[src/verilog/wdtu_defines.svh]
// Summary of operation
// watchdog clock is sub-clock or system clock divided by four, per config option.
// sub-clock comes from external 32.768 kHz crystal or internal low-speed RC.
// source clock divided by power of two, 2^8 to 2^15, via bits 6..4.
// control register: bit 7 keep-on, bits 6..4 timeout select, bits 3..0 enable code.
// disabled only when config says disable and enable code is 1010.
// power-on value: keep-on 0, timeout select 111, enable code 1010.
// software should write enable code 0101 when watchdog is used.
// while disabled, every watchdog instruction is a no-operation.
// overflow in normal operation gives full reset and sets timeout flag.
// overflow in sleep or idle sets timeout flag, resets only PC and SP.
// count cleared by reset pin low, valid software clear, or halt.
// config option picks single clear command or paired clear commands.
// single mode: every single clear command clears the count.
// paired mode: only alternating first and second commands clear the count.
// divided system clock source stops in sleep or clock-off idle.
// noisy systems should choose the sub-clock source.
// halt with idle enable: keep-on 1 gives clock-on idle, else clock-off idle.
// power-down with system clock source stops the watchdog.
// timeout select code n gives divide ratio 2^(8+n).
// overflow when count reaches ratio; count restarts from zero after clear.
`ifndef WDTU_DEFINES_SVH
`define WDTU_DEFINES_SVH
`define WDTU_ADDR_CONTROL 4'h0
`define WDTU_ADDR_STATUS 4'h1
`define WDTU_CTRL_RESET 8'h7a
`define WDTU_KEEPON_BIT 7
`define WDTU_TSEL_HI 6
`define WDTU_TSEL_LO 4
`define WDTU_EN_HI 3
`define WDTU_EN_LO 0
`define WDTU_EN_DISABLE 4'ha
`define WDTU_DIV_BASE_LOG2 8
`define WDTU_CNT_W 16
`define WDTU_SYS_DIV 2'h3
`define WDTU_STAT_TIMEOUT_BIT 0
`define WDTU_STAT_PDOWN_BIT 1
`endif

[src/verilog/wdtu_pkg.sv]
package wdtu_pkg;
    typedef enum logic [1:0] {
        WDTU_RUN,
        WDTU_SLEEP,
        WDTU_IDLE_OFF,
        WDTU_IDLE_ON
    } wdtu_pmode_e;
    typedef enum logic {
        WDTU_CLR_NONE,
        WDTU_CLR_FIRST
    } wdtu_pair_e;
endpackage

[src/verilog/wdtu_tick_gen.sv]
`timescale 1ns/1ps
`include "wdtu_defines.svh"
// makes the one-cycle watchdog source tick from the selected clock
module wdtu_tick_gen (
    input wire logic core_clk,
    input wire logic rst,
    input wire logic useSubClock,
    input wire logic subClockTick,
    input wire logic sysClockRunning,
    output logic sourceTick
);
    logic [1:0] divCount;
    logic [1:0] next_divCount;
    logic next_sourceTick;

    // divided system clock simply pauses while the system clock is stopped
    always_comb begin
        next_divCount = divCount;
        next_sourceTick = 1'b0;
        if (useSubClock) begin
            next_sourceTick = subClockTick;
        end else if (sysClockRunning) begin
            next_divCount = divCount + 2'h1;
            next_sourceTick = (divCount == `WDTU_SYS_DIV);
        end
    end

    always_ff @(posedge core_clk) begin
        if (rst) begin
            divCount <= 2'h0;
            sourceTick <= 1'b0;
        end else begin
            divCount <= next_divCount;
            sourceTick <= next_sourceTick;
        end
    end
endmodule

[src/verilog/wdtu_watchdog_timer_unit.sv]
`timescale 1ns/1ps
`include "wdtu_defines.svh"
// watchdog core: control register, clear logic, counter, overflow handling
module wdtu_watchdog_timer_unit (
    input wire logic core_clk,
    input wire logic rst,
    input wire logic [3:0] regAddr,
    input wire logic [7:0] regWrData,
    input wire logic regWrite,
    input wire logic regRead,
    output logic [7:0] regRdData,
    input wire logic cfgWdtDisable,
    input wire logic cfgUseSubClock,
    input wire logic cfgSubFromCrystal,
    input wire logic crystalTick,
    input wire logic rcTick,
    input wire logic cfgPairedClear,
    input wire logic singleClearCmd,
    input wire logic firstPairClearCmd,
    input wire logic secondPairClearCmd,
    input wire logic haltCmd,
    input wire logic idleEnableBit,
    input wire logic wakeUp,
    input wire logic externalResetPinN,
    output logic fullResetReq,
    output logic pcSpResetReq,
    output logic timeoutFlag,
    output logic powerDownFlag,
    output logic sysClockOn,
    output logic wdtEnabled
);
    logic [7:0] control;
    logic [7:0] next_control;
    wdtu_pkg::wdtu_pmode_e pmode;
    wdtu_pkg::wdtu_pmode_e next_pmode;
    wdtu_pkg::wdtu_pair_e pairState;
    wdtu_pkg::wdtu_pair_e next_pairState;
    logic [`WDTU_CNT_W-1:0] count;
    logic [`WDTU_CNT_W-1:0] next_count;
    logic next_fullResetReq;
    logic next_pcSpResetReq;
    logic next_timeoutFlag;
    logic next_powerDownFlag;
    logic next_sysClockOn;
    logic next_wdtEnabled;
    logic [7:0] next_regRdData;
    logic sourceTick;
    logic subClockTick;
    logic sysRunning;
    logic enabled;
    logic swClear;
    logic anyClear;
    logic overflow;
    logic [`WDTU_CNT_W-1:0] ratio;
    logic [2:0] tsel;

    // sub-clock oscillator choice and system clock state
    assign subClockTick = cfgSubFromCrystal ? crystalTick : rcTick;
    assign sysRunning = (pmode == wdtu_pkg::WDTU_RUN) || (pmode == wdtu_pkg::WDTU_IDLE_ON);

    wdtu_tick_gen u_tick (
        .core_clk(core_clk),
        .rst(rst),
        .useSubClock(cfgUseSubClock),
        .subClockTick(subClockTick),
        .sysClockRunning(sysRunning),
        .sourceTick(sourceTick)
    );

    // enable decode and divide ratio
    assign enabled = !(cfgWdtDisable &&
        (control[`WDTU_EN_HI:`WDTU_EN_LO] == `WDTU_EN_DISABLE));
    assign tsel = control[`WDTU_TSEL_HI:`WDTU_TSEL_LO];
    assign ratio = `WDTU_CNT_W'(1) << (`WDTU_DIV_BASE_LOG2 + 32'(tsel));

    // software clear: mode fixed by option, ignored entirely when disabled
    always_comb begin
        next_pairState = pairState;
        swClear = 1'b0;
        if (!enabled) begin
            swClear = 1'b0;
        end else if (!cfgPairedClear) begin
            swClear = singleClearCmd; // see R12
        end else begin
            // a repeated command leaves the pair state alone, so it never clears
            if (firstPairClearCmd && pairState != wdtu_pkg::WDTU_CLR_FIRST) begin
                next_pairState = wdtu_pkg::WDTU_CLR_FIRST;
                swClear = 1'b1;
            end else if (secondPairClearCmd && pairState == wdtu_pkg::WDTU_CLR_FIRST) begin
                next_pairState = wdtu_pkg::WDTU_CLR_NONE;
                swClear = 1'b1;
            end
        end
    end

    // pair tracker; rst forgets a half-done pair so a fresh first command is needed
    always_ff @(posedge core_clk) begin
        if (rst) begin
            pairState <= wdtu_pkg::WDTU_CLR_NONE;
        end else begin
            pairState <= next_pairState;
        end
    end

    assign anyClear = !externalResetPinN || swClear || (haltCmd && enabled);
    // counter reaches the top at the tick that would make it equal the ratio
    assign overflow = enabled && sourceTick && !anyClear &&
        (count == ratio - `WDTU_CNT_W'(1));

    // counter: a clear, a disabled watchdog or an overflow restarts it from zero
    always_comb begin
        next_count = count;
        if (!enabled || anyClear) begin
            next_count = '0; // see R11
        end else if (overflow) begin
            next_count = '0;
        end else if (sourceTick) begin
            next_count = count + `WDTU_CNT_W'(1);
        end
    end

    // counter register
    always_ff @(posedge core_clk) begin
        if (rst) begin
            count <= '0;
        end else begin
            count <= next_count;
        end
    end

    // overflow outcome: full reset in run mode, pc/sp reset in sleep or idle
    always_comb begin
        next_fullResetReq = 1'b0;
        next_pcSpResetReq = 1'b0;
        if (overflow) begin
            if (pmode == wdtu_pkg::WDTU_RUN) begin
                next_fullResetReq = 1'b1;
            end else begin
                next_pcSpResetReq = 1'b1;
            end
        end
    end

    // reset requests are one-cycle pulses; the reset logic stretches them as needed
    always_ff @(posedge core_clk) begin
        if (rst) begin
            fullResetReq <= 1'b0;
            pcSpResetReq <= 1'b0;
        end else begin
            fullResetReq <= next_fullResetReq;
            pcSpResetReq <= next_pcSpResetReq;
        end
    end

    // status flags: halt sets power-down and drops timeout, clear commands drop both
    always_comb begin
        next_timeoutFlag = timeoutFlag;
        next_powerDownFlag = powerDownFlag;
        if (haltCmd) begin
            next_powerDownFlag = 1'b1;
            next_timeoutFlag = 1'b0;
        end else if (swClear) begin
            next_powerDownFlag = 1'b0;
            next_timeoutFlag = 1'b0;
        end
        // a clear wins over the event in the same cycle: overflow excludes anyClear, so no timeout is set
        if (overflow) begin
            next_timeoutFlag = 1'b1; // see R9
        end
    end

    // flags survive the watchdog reset they report; of the resets, only rst clears them
    always_ff @(posedge core_clk) begin
        if (rst) begin
            timeoutFlag <= 1'b0;
            powerDownFlag <= 1'b0;
        end else begin
            timeoutFlag <= next_timeoutFlag;
            powerDownFlag <= next_powerDownFlag;
        end
    end

    // power mode: halt picks sleep or an idle flavour; wake or overflow returns
    always_comb begin
        next_pmode = pmode;
        case (pmode)
            wdtu_pkg::WDTU_RUN: begin
                if (haltCmd && !idleEnableBit) begin
                    next_pmode = wdtu_pkg::WDTU_SLEEP;
                end else if (haltCmd && control[`WDTU_KEEPON_BIT]) begin
                    next_pmode = wdtu_pkg::WDTU_IDLE_ON;
                end else if (haltCmd) begin
                    next_pmode = wdtu_pkg::WDTU_IDLE_OFF;
                end
            end
            wdtu_pkg::WDTU_SLEEP, wdtu_pkg::WDTU_IDLE_OFF, wdtu_pkg::WDTU_IDLE_ON: begin
                if (wakeUp || overflow || !externalResetPinN) begin
                    next_pmode = wdtu_pkg::WDTU_RUN;
                end
            end
            default: begin
                next_pmode = wdtu_pkg::WDTU_RUN;
            end
        endcase
        next_sysClockOn = (next_pmode == wdtu_pkg::WDTU_RUN) ||
            (next_pmode == wdtu_pkg::WDTU_IDLE_ON);
    end

    // power mode register; the system clock flag is registered beside it
    always_ff @(posedge core_clk) begin
        if (rst) begin
            pmode <= wdtu_pkg::WDTU_RUN;
            sysClockOn <= 1'b1;
        end else begin
            pmode <= next_pmode;
            sysClockOn <= next_sysClockOn;
        end
    end

    // control write; the enable view follows the value being written, with no lag
    always_comb begin
        next_control = control;
        if (regWrite && regAddr == `WDTU_ADDR_CONTROL) begin
            next_control = regWrData;
        end
        next_wdtEnabled = !(cfgWdtDisable &&
            (next_control[`WDTU_EN_HI:`WDTU_EN_LO] == `WDTU_EN_DISABLE));
    end

    // control register and its registered enable view
    always_ff @(posedge core_clk) begin
        if (rst) begin
            control <= `WDTU_CTRL_RESET;
            wdtEnabled <= 1'b0;
        end else begin
            control <= next_control;
            wdtEnabled <= next_wdtEnabled;
        end
    end

    // read path: control or status, zero outside the cycle after a read strobe
    always_comb begin
        next_regRdData = 8'h00;
        if (regRead) begin
            case (regAddr)
                `WDTU_ADDR_CONTROL: next_regRdData = control;
                `WDTU_ADDR_STATUS: begin
                    next_regRdData[`WDTU_STAT_TIMEOUT_BIT] = timeoutFlag;
                    next_regRdData[`WDTU_STAT_PDOWN_BIT] = powerDownFlag;
                end
                default: next_regRdData = 8'h00;
            endcase
        end
    end

    // read data register; status is read-only, so writes to it fall away
    always_ff @(posedge core_clk) begin
        if (rst) begin
            regRdData <= 8'h00;
        end else begin
            regRdData <= next_regRdData;
        end
    end
endmodule

[config.mk]
export PLATFORM = sky130hd
export DESIGN_NAME = wdtu_watchdog_timer_unit
export DESIGN_NICKNAME = d
export VERILOG_FILES = /design/src/verilog/wdtu_pkg.sv /design/src/verilog/wdtu_tick_gen.sv /design/src/verilog/wdtu_watchdog_timer_unit.sv
export VERILOG_INCLUDE_DIRS = /design/src /design/src/verilog
export SDC_FILE = /design/constraint.sdc
export NUM_CORES = 1
export LEC_CHECK = 0
export ABC_AREA = 1
export ABC_CLOCK_PERIOD_IN_PS = 2450
export BUFFER_PORTS_ARGS = -buffer_cell sky130_fd_sc_hd__clkbuf_2
export CAP_MARGIN = 20
export CORE_UTILIZATION = 54
export DETAILED_ROUTE_END_ITERATION = 6
export MAX_ROUTING_LAYER = met4
export PLACE_DENSITY = 0.79
export SYNTH_ARGS = -nofsm -noshare
export SYNTH_HDL_FRONTEND = slang
export SYNTH_SLANG_ARGS = --single-unit
[constraint.sdc]
create_clock -name core_clk -period 2.45 [get_ports core_clk]
set_clock_uncertainty 0.05 [all_clocks]
set_input_delay 0 -clock core_clk [delete_from_list [all_inputs] [get_ports core_clk]]
set_output_delay 0 -clock core_clk [all_outputs]
set_load 0.05 [all_outputs]
==> results.json, run 1 <==
{
  "status": "finished clean",
  "slew_headroom": 0.7597,
  "clk_latency_ns": 0.29,
  "report.final.slew_viol_count": 0,
  "n_antenna_cell": 0,
  "synth-xor-area-share": 0.04597,
  "max_cap_violations": 0,
  "synth.top_cell.area_share": 0.4203,
  "hold_viol": 0,
  "multiInputGateArea_um2": 1049,
  "synth_top_family_by_area": "simple AND/OR/NAND/NOR gates",
  "seq_area_um2": 880.8,
  "ant_nets": 0,
  "synth_edf_count": 0,
  "cts_root_buf": "clkbuf_8",
  "p_per_area_nw_per_um2": 566.9,
  "grt_usage": 0.2423,
  "core_um2": 3689,
  "path_buf_inv": 4,
  "critical_path_class": "input pin to flop",
  "total_power_uw": 1490,
  "post_drt_wl_per_cell_um": 11.22,
  "synth_cell_types": 35,
  "drc_errors": 0,
  "grt_pass1_wl_um": 7507,
  "cts_buffer_depth": 2,
  "start_kind": "input pin",
  "crit_chain": "dlygate4sd3_1 > clkbuf_2 > nor3_2 > nand2_1 > clkinv_2 > nand2_1 > o21ai_0 > nand4_1 > nand2_1 > o21ai_1 > dlygate4sd3_1",
  "path_max_fanout": 10,
  "h-tree-depth": 2,
  "yosys.area_share.simple": 0.3397,
  "num_vias": 1933,
  "synth_fa_ha_area_frac": 0.02388,
  "ir_drop_v": 0.0003554,
  "crit_slowest_cell": "dlygate4sd3_1",
  "synth_compound_area_frac": 0.08239,
  "leakagePower_uw": 0.001162,
  "synthFlopType": "dfxtp_1",
  "initial_core_util": 0.5682,
  "synth_nets": 313,
  "antenna_found_initial": 0,
  "finalSetupViolCount": 0,
  "cts.sinks": 44,
  "synthArstFlopShare": 0,
  "nFillCells": 314,
  "timing.critical_path.mode_cell": "nand2_1",
  "synth_area_leaders": "dfxtp_1, nand2_1, nor2_1",
  "drt_first_pass_iters": 4,
  "place_hpwl_um": 3061,
  "syn-cell-area_um2": 2096,
  "ys_warn_count": 0,
  "cts_tree": "built",
  "grt_max_degree": 17,
  "place_congestion": 0.8305,
  "ios": 43,
  "rsz0062_at_grt": "false",
  "yosys.cell_count.top_type": "nand2_1",
  "drt_iter0_drc": 153,
  "required_ns": 2.58,
  "syn_inst": 280,
  "numCtsBuffers": 5,
  "avgSynthCellArea_um2": 7.485,
  "die-area_um2": 4134,
  "ys_top_cells_by_count": "nand2_1, dfxtp_1, nor2_1",
  "worst_pin_slew_ns": 0.3572,
  "grt_pass1_vias": 1843,
  "fin_ws_ns": 0.2829,
  "finalCritPeriodShare": 0.8845,
  "fin_crit_ns": 2.167,
  "nets": 374,
  "routed_via_density": 4.956,
  "synth.ff_latch_count": 44,
  "fmax_ghz": 0.4615,
  "seq_area_frac_synth": 0.4203,
  "endpoint_kind": "flop",
  "crit_family": "buffers and inverters",
  "muxShareOfSynthArea": 0.004776,
  "worst_hold_slack_ns": 0.03360,
  "die_w_um": 64.30,
  "fin_tns_setup_ns": 0,
  "critPathArrivalTime_ns": 2.30,
  "io_buffers": 42,
  "clk_pin_slew_ns": 0.08,
  "routed_wl_um": 4377,
  "synth_top_cell_by_area": "dfxtp_1",
  "final_layout_size_suffix_gt1_frac": 0.2310,
  "grt_overflow": 0,
  "hp-class": "input pin to flop",
  "slowest_delay_ns": 0.56,
  "die_y_um": 64.30,
  "preCtsSetupSlack_ns": 0.2917,
  "area_growth_pct": 25.43,
  "rows": 22
}
## repair_timing
item,4_1_cts,5_1_grt
endpoints found under the setup margin,0,1
hold buffers,16,0
hold endpoints to repair,13,0
setup buffers,0,0
resized for setup,0,1
## worst paths after layout
check / start / endpoint / slack (ns) / cells past startpoint
setup / recovery: regAddr[0] / wdtEnabled$_SDFF_PP0_ / 0.28 / 11
hold reg to reg: control[7]$_SDFFE_PP0P_ / regRdData[7]$_SDFF_PP0_ / 0.43 / 2
hold / removal: regWrData[1] / control[1]$_SDFF_PP1_ / 0.03 / 4
setup reg to reg: control[4]$_SDFFE_PP1P_ / count[14]$_SDFFE_PP0P_ / 0.37 / 14
## through the flow
| stage | cell area, um^2 | instances | utilization |
|---|---|---|---|
| after floorplan | 2096 | 280 | - |
| final | 2629 | 390 | 0.7127 |
| after global placement | 2335 | 366 | 0.6330 |
| after global routing | 2629 | 390 | 0.7127 |
| after detailed placement | 2335 | 366 | 0.6330 |
| after CTS | 2621 | 390 | 0.7107 |
## routing by layer
layer	GRT usage	share of wire	up-vias
li1	-	-	1017
met1	0.2621	0.45	865
met2	0.4184	0.50	42
met3	0.05179	0.037	9
met4	0.1167	0.018	0
met5	-	0	-
## flip-flops by register name (all words and copies together) (netlist names)
| register | count |
|---|---|
| u_tick.divCount | 2 |
| pairState | 1 |
| control | 8 |
| regRdData | 8 |
| wdtEnabled | 1 |
| sysClockOn | 1 |
| u_tick.sourceTick | 1 |
| fullResetReq | 1 |
| pcSpResetReq | 1 |
| count | 16 |
| timeoutFlag | 1 |
| powerDownFlag | 1 |
| pmode | 2 |
## kinds of logic after synthesis
| family | Yosys count |
|---|---|
| simple gates | 148 |
| flops | 44 |
| buf+inv | 41 |
| compound gates | 31 |
| xor+xnor | 11 |
| fa+ha+maj | 4 |
| mux | 1 |
## cells in the final DEF, fill, tap and decap left out, types with 2 or more instances in the layout
master / synthesis / routed
nor3_2: 4 / 4
inv_2: 3 / 3
xnor2_1: 2 / 2
nand2_2: 5 / 5
nor2_1: 35 / 35
nand3_1: 14 / 14
o21ai_0: 11 / 11
nor2_2: 5 / 5
nand2_1: 59 / 59
nor3_1: 4 / 4
a21oi_1: 12 / 12
ha_1: 4 / 4
o21a_1: 2 / 2
nand3b_1: 2 / 2
or2_2: 4 / 4
nand4_1: 8 / 8
clkbuf_8: 0 / 7
inv_1: 30 / 30
clkinv_1: 2 / 2
clkbuf_2: 1 / 42
xor2_1: 9 / 9
o22ai_1: 2 / 2
nand3_2: 4 / 3
dlygate4sd3_1: 0 / 16
dfxtp_1: 44 / 44
nor2_4: 2 / 2
## power by group
| group | internal, uW | total, uW | switching, uW |
|---|---|---|---|
| sequential | 732 | 742 | 10.3 |
| combinational | 65.2 | 152 | 87.2 |
| clock | 360 | 596 | 236 |
| total | 1160 | 1490 | 334 |
## layout make-up
cell class                 instances  share of cell area
multi-input combinational        195              0.3989
sequential                        44              0.3351
timing repair buffer              58              0.1409
inverter                          37             0.05426
clock buffer                       7             0.03665
tap                               48             0.02285
clock inverter                     1             0.01142
## worst min-delay path, stage by stage
cell	delay, ns
clkbuf_2	0.08
nand2_1	0.04
o21ai_0	0.10
or2_2	0.13
Note: power is estimated with default switching activity, not from simulation.
==> run 2, diff against run 1 <==
--- a/config.mk
+++ b/config.mk
@@ -10,10 +10,10 @@
 export ABC_CLOCK_PERIOD_IN_PS = 2450
 export BUFFER_PORTS_ARGS = -buffer_cell sky130_fd_sc_hd__clkbuf_2
 export CAP_MARGIN = 20
-export CORE_UTILIZATION = 54
+export CORE_UTILIZATION = 45
 export DETAILED_ROUTE_END_ITERATION = 6
 export MAX_ROUTING_LAYER = met4
-export PLACE_DENSITY = 0.79
+export PLACE_DENSITY = 0.68
 export SYNTH_ARGS = -nofsm -noshare
 export SYNTH_HDL_FRONTEND = slang
 export SYNTH_SLANG_ARGS = --single-unit
==> run 2 against run 1 <==
  * First-iteration DRC count shrank 49%
  * Final area is 1.2% higher
  * Register-to-register slack worse by 0.08 ns
  * Fmax grew 0.15%
  * Clock-buffer cell count fell by 2
  * Die area up 19%
  * Clock power is 28% higher
  * Non-clock buffer count stayed put
  * Combinational power about the same
  * Critical path depth rose by 3
  * Flip-flop and latch count unchanged
  * Critical path type is now flop to flop
  * Critical endpoint is now count[14]$_SDFFE_PP0P_
  * Largest cell class unchanged
  * Highest routed layer unchanged
==> results.json, run 2 (synthesized netlist as in run 1, its figures left out) <==
{
  "critPathArrivalTime_ns": 2.30,
  "crit_slowest_cell": "dfxtp_1",
  "numCtsBuffers": 5,
  "h-tree-depth": 2,
  "rsz0062_at_grt": "false",
  "met3_usage": 0.03608,
  "hold_viol": 0,
  "clk_pin_slew_ns": 0.09,
  "core_um2": 4414,
  "cts_buffer_depth": 2,
  "slowest_delay_ns": 0.36,
  "preCtsSetupSlack_ns": 0.2622,
  "nets": 374,
  "final_cell_mix": "nand2_1, dfxtp_1, clkbuf_2",
  "ir_drop_v": 0.0003851,
  "use_met1": 0.2239,
  "required_ns": 2.59,
  "hold_path_depth": 4,
  "place_congestion": 0.8262,
  "holdCritStartpoint": "regWrData[3]",
  "largest_reg_flops": 16,
  "ios": 43,
  "ant_nets": 0,
  "worst_pin_slew_ns": 0.3387,
  "grt.met2_usage": 0.3196,
  "place_hpwl_um": 3024,
  "num_vias": 1927,
  "start_kind": "flop",
  "final_layout_size_suffix_gt1_frac": 0.2339,
  "r2r_cells": 14,
  "clk_latency_ns": 0.30,
  "post_drt_wl_per_cell_um": 10.90,
  "cts.sinks": 44,
  "drt_first_pass_iters": 4,
  "drt_iter0_drc": 78,
  "reg2reg_from": "control[4]$_SDFFE_PP1P_",
  "fin_crit_ns": 2.164,
  "worst_hold_slack_ns": 0.01774,
  "hp-class": "input pin to flop",
  "timing.critical_path.mode_cell": "nand2_1",
  "die_y_um": 70.25,
  "status": "finished clean",
  "combPwrFrac": 0.090,
  "switching_power_uw": 351.4,
  "rows": 24,
  "io_buffers": 42,
  "worst-r2r-setup-slack_ns": 0.29,
  "grt_pass1_vias": 1763,
  "rr_endpoint": "count[14]$_SDFFE_PP0P_",
  "reg_top3": "count (16), control (8), regRdData (8)",
  "finalCritPeriodShare": 0.8832,
  "drc_errors": 0,
  "routed_wl_um": 4293,
  "cts_root_buf": "clkbuf_8",
  "finalSetupViolCount": 0,
  "grt_pass1_wl_um": 7341,
  "fin_tns_setup_ns": 0,
  "p_int_uw": 1305,
  "fmax_ghz": 0.4621,
  "leakagePower_uw": 0.001171,
  "cts_tree": "built",
  "nFillCells": 399,
  "crit_chain": "nor2_2 > nand2_1 > ha_1 > inv_1 > nand2_1 > nand2_1 > nand2_1 > nor2_1 > nand2_1 > nor2_4 > nand2_1 > nand3_2 > a21oi_1 > o21a_1",
  "n_antenna_cell": 0,
  "slew_headroom": 0.7736,
  "max_cap_violations": 0,
  "power_frac_clock": 0.462,
  "fin_ws_ns": 0.2862,
  "die-area_um2": 4934,
  "initial_core_util": 0.4748,
  "busiest_layer": "met2",
  "largest_register": "count",
  "grt_overflow": 0,
  "critical_path_class": "flop to flop",
  "grt_max_degree": 17,
  "switching_share": 0.2121,
  "die_w_um": 70.25,
  "total_power_uw": 1657,
  "antenna_found_initial": 0,
  "worstHoldEndpoint": "control[3]$_SDFF_PP1_",
  "path_max_fanout": 16,
  "report.final.slew_viol_count": 0,
  "area_growth_pct": 26.93,
  "p_per_area_nw_per_um2": 622.9,
  "mostFrequentLayoutCell": "nand2_1",
  "grt_usage": 0.1899,
  "endpoint_kind": "flop",
  "routed_via_density": 4.891,
  "final_core_util": 0.6026,
  "pwr-share-seq": 0.448
}
[run 2: changes by cell type in the layout (fill, tap and decap cells not counted)]
cell	delta
bufinv_16	+2
clkbuf_8	-2
dfxtp_1	-1
dfxtp_2	+1
nand3_2	+1
nand3_4	-1
[run 2: final cells by class]
type,count,area (um^2),area share
multi-input cells,195,1041,0.3913
flip-flops and latches,44,882.1,0.3316
repair buffers,58,370.4,0.1392
inverters,37,142.6,0.05362
clock inverters,3,90.09,0.03387
clock buffers,5,68.82,0.02587
well taps,52,65.06,0.02446
[run 2: power groups by stage]
stage	sequential, uW	combinational, uW	clock, uW
after global routing	745	166	796
after floorplan	778	67.3	0
after global placement	759	128	0
final	742	149	765
after detailed placement	759	130	0
after CTS	742	148	775
[run 2: through the flow]
step / cells / instance area, um^2
3_3_place_gp: 370 / 2340
5_1_grt: 394 / 2660
4_1_cts: 394 / 2659
2_1_floorplan: 280 / 2096
6_report: 394 / 2660
3_5_place_dp: 370 / 2340
[run 2: metal layers]
layer  vias up  part of all wire
met2        39              0.48
met1       859              0.48
li1       1024                 -
met4         0             0.011
met5         -                 0
met3         5             0.030
[run 2: worst max path at each step]
stage	from	cells after the start	to
floorplan	control[4]$_SDFFE_PP1P_	14	count[4]$_SDFFE_PP0P_
global placement	control[6]$_SDFFE_PP1P_	14	count[14]$_SDFFE_PP0P_
detailed placement	control[6]$_SDFFE_PP1P_	14	count[14]$_SDFFE_PP0P_
CTS	control[6]$_SDFFE_PP1P_	14	count[14]$_SDFFE_PP0P_
global route	control[4]$_SDFFE_PP1P_	14	count[14]$_SDFFE_PP0P_
finish	control[4]$_SDFFE_PP1P_	14	count[14]$_SDFFE_PP0P_
[run 2: what timing repair did]
action                                 4_1_cts  5_1_grt
buffers inserted                             0        0
resized for setup                            0        1
endpoints found under the hold margin       14        0
setup endpoints to repair                    0        1
hold buffers                                16        0
[run 2: critical path: cells and delay by family, from the launching register on]
| kind | cells | cell delay, ns |
|---|---|---|
| AOI/OAI and AO/OA | 2 | 0.18 |
| adders and majority gates | 1 | 0.32 |
| buffers and inverters | 1 | 0.06 |
| DFF | 1 | 0.36 |
| and+or+nand+nor | 10 | 1.07 |
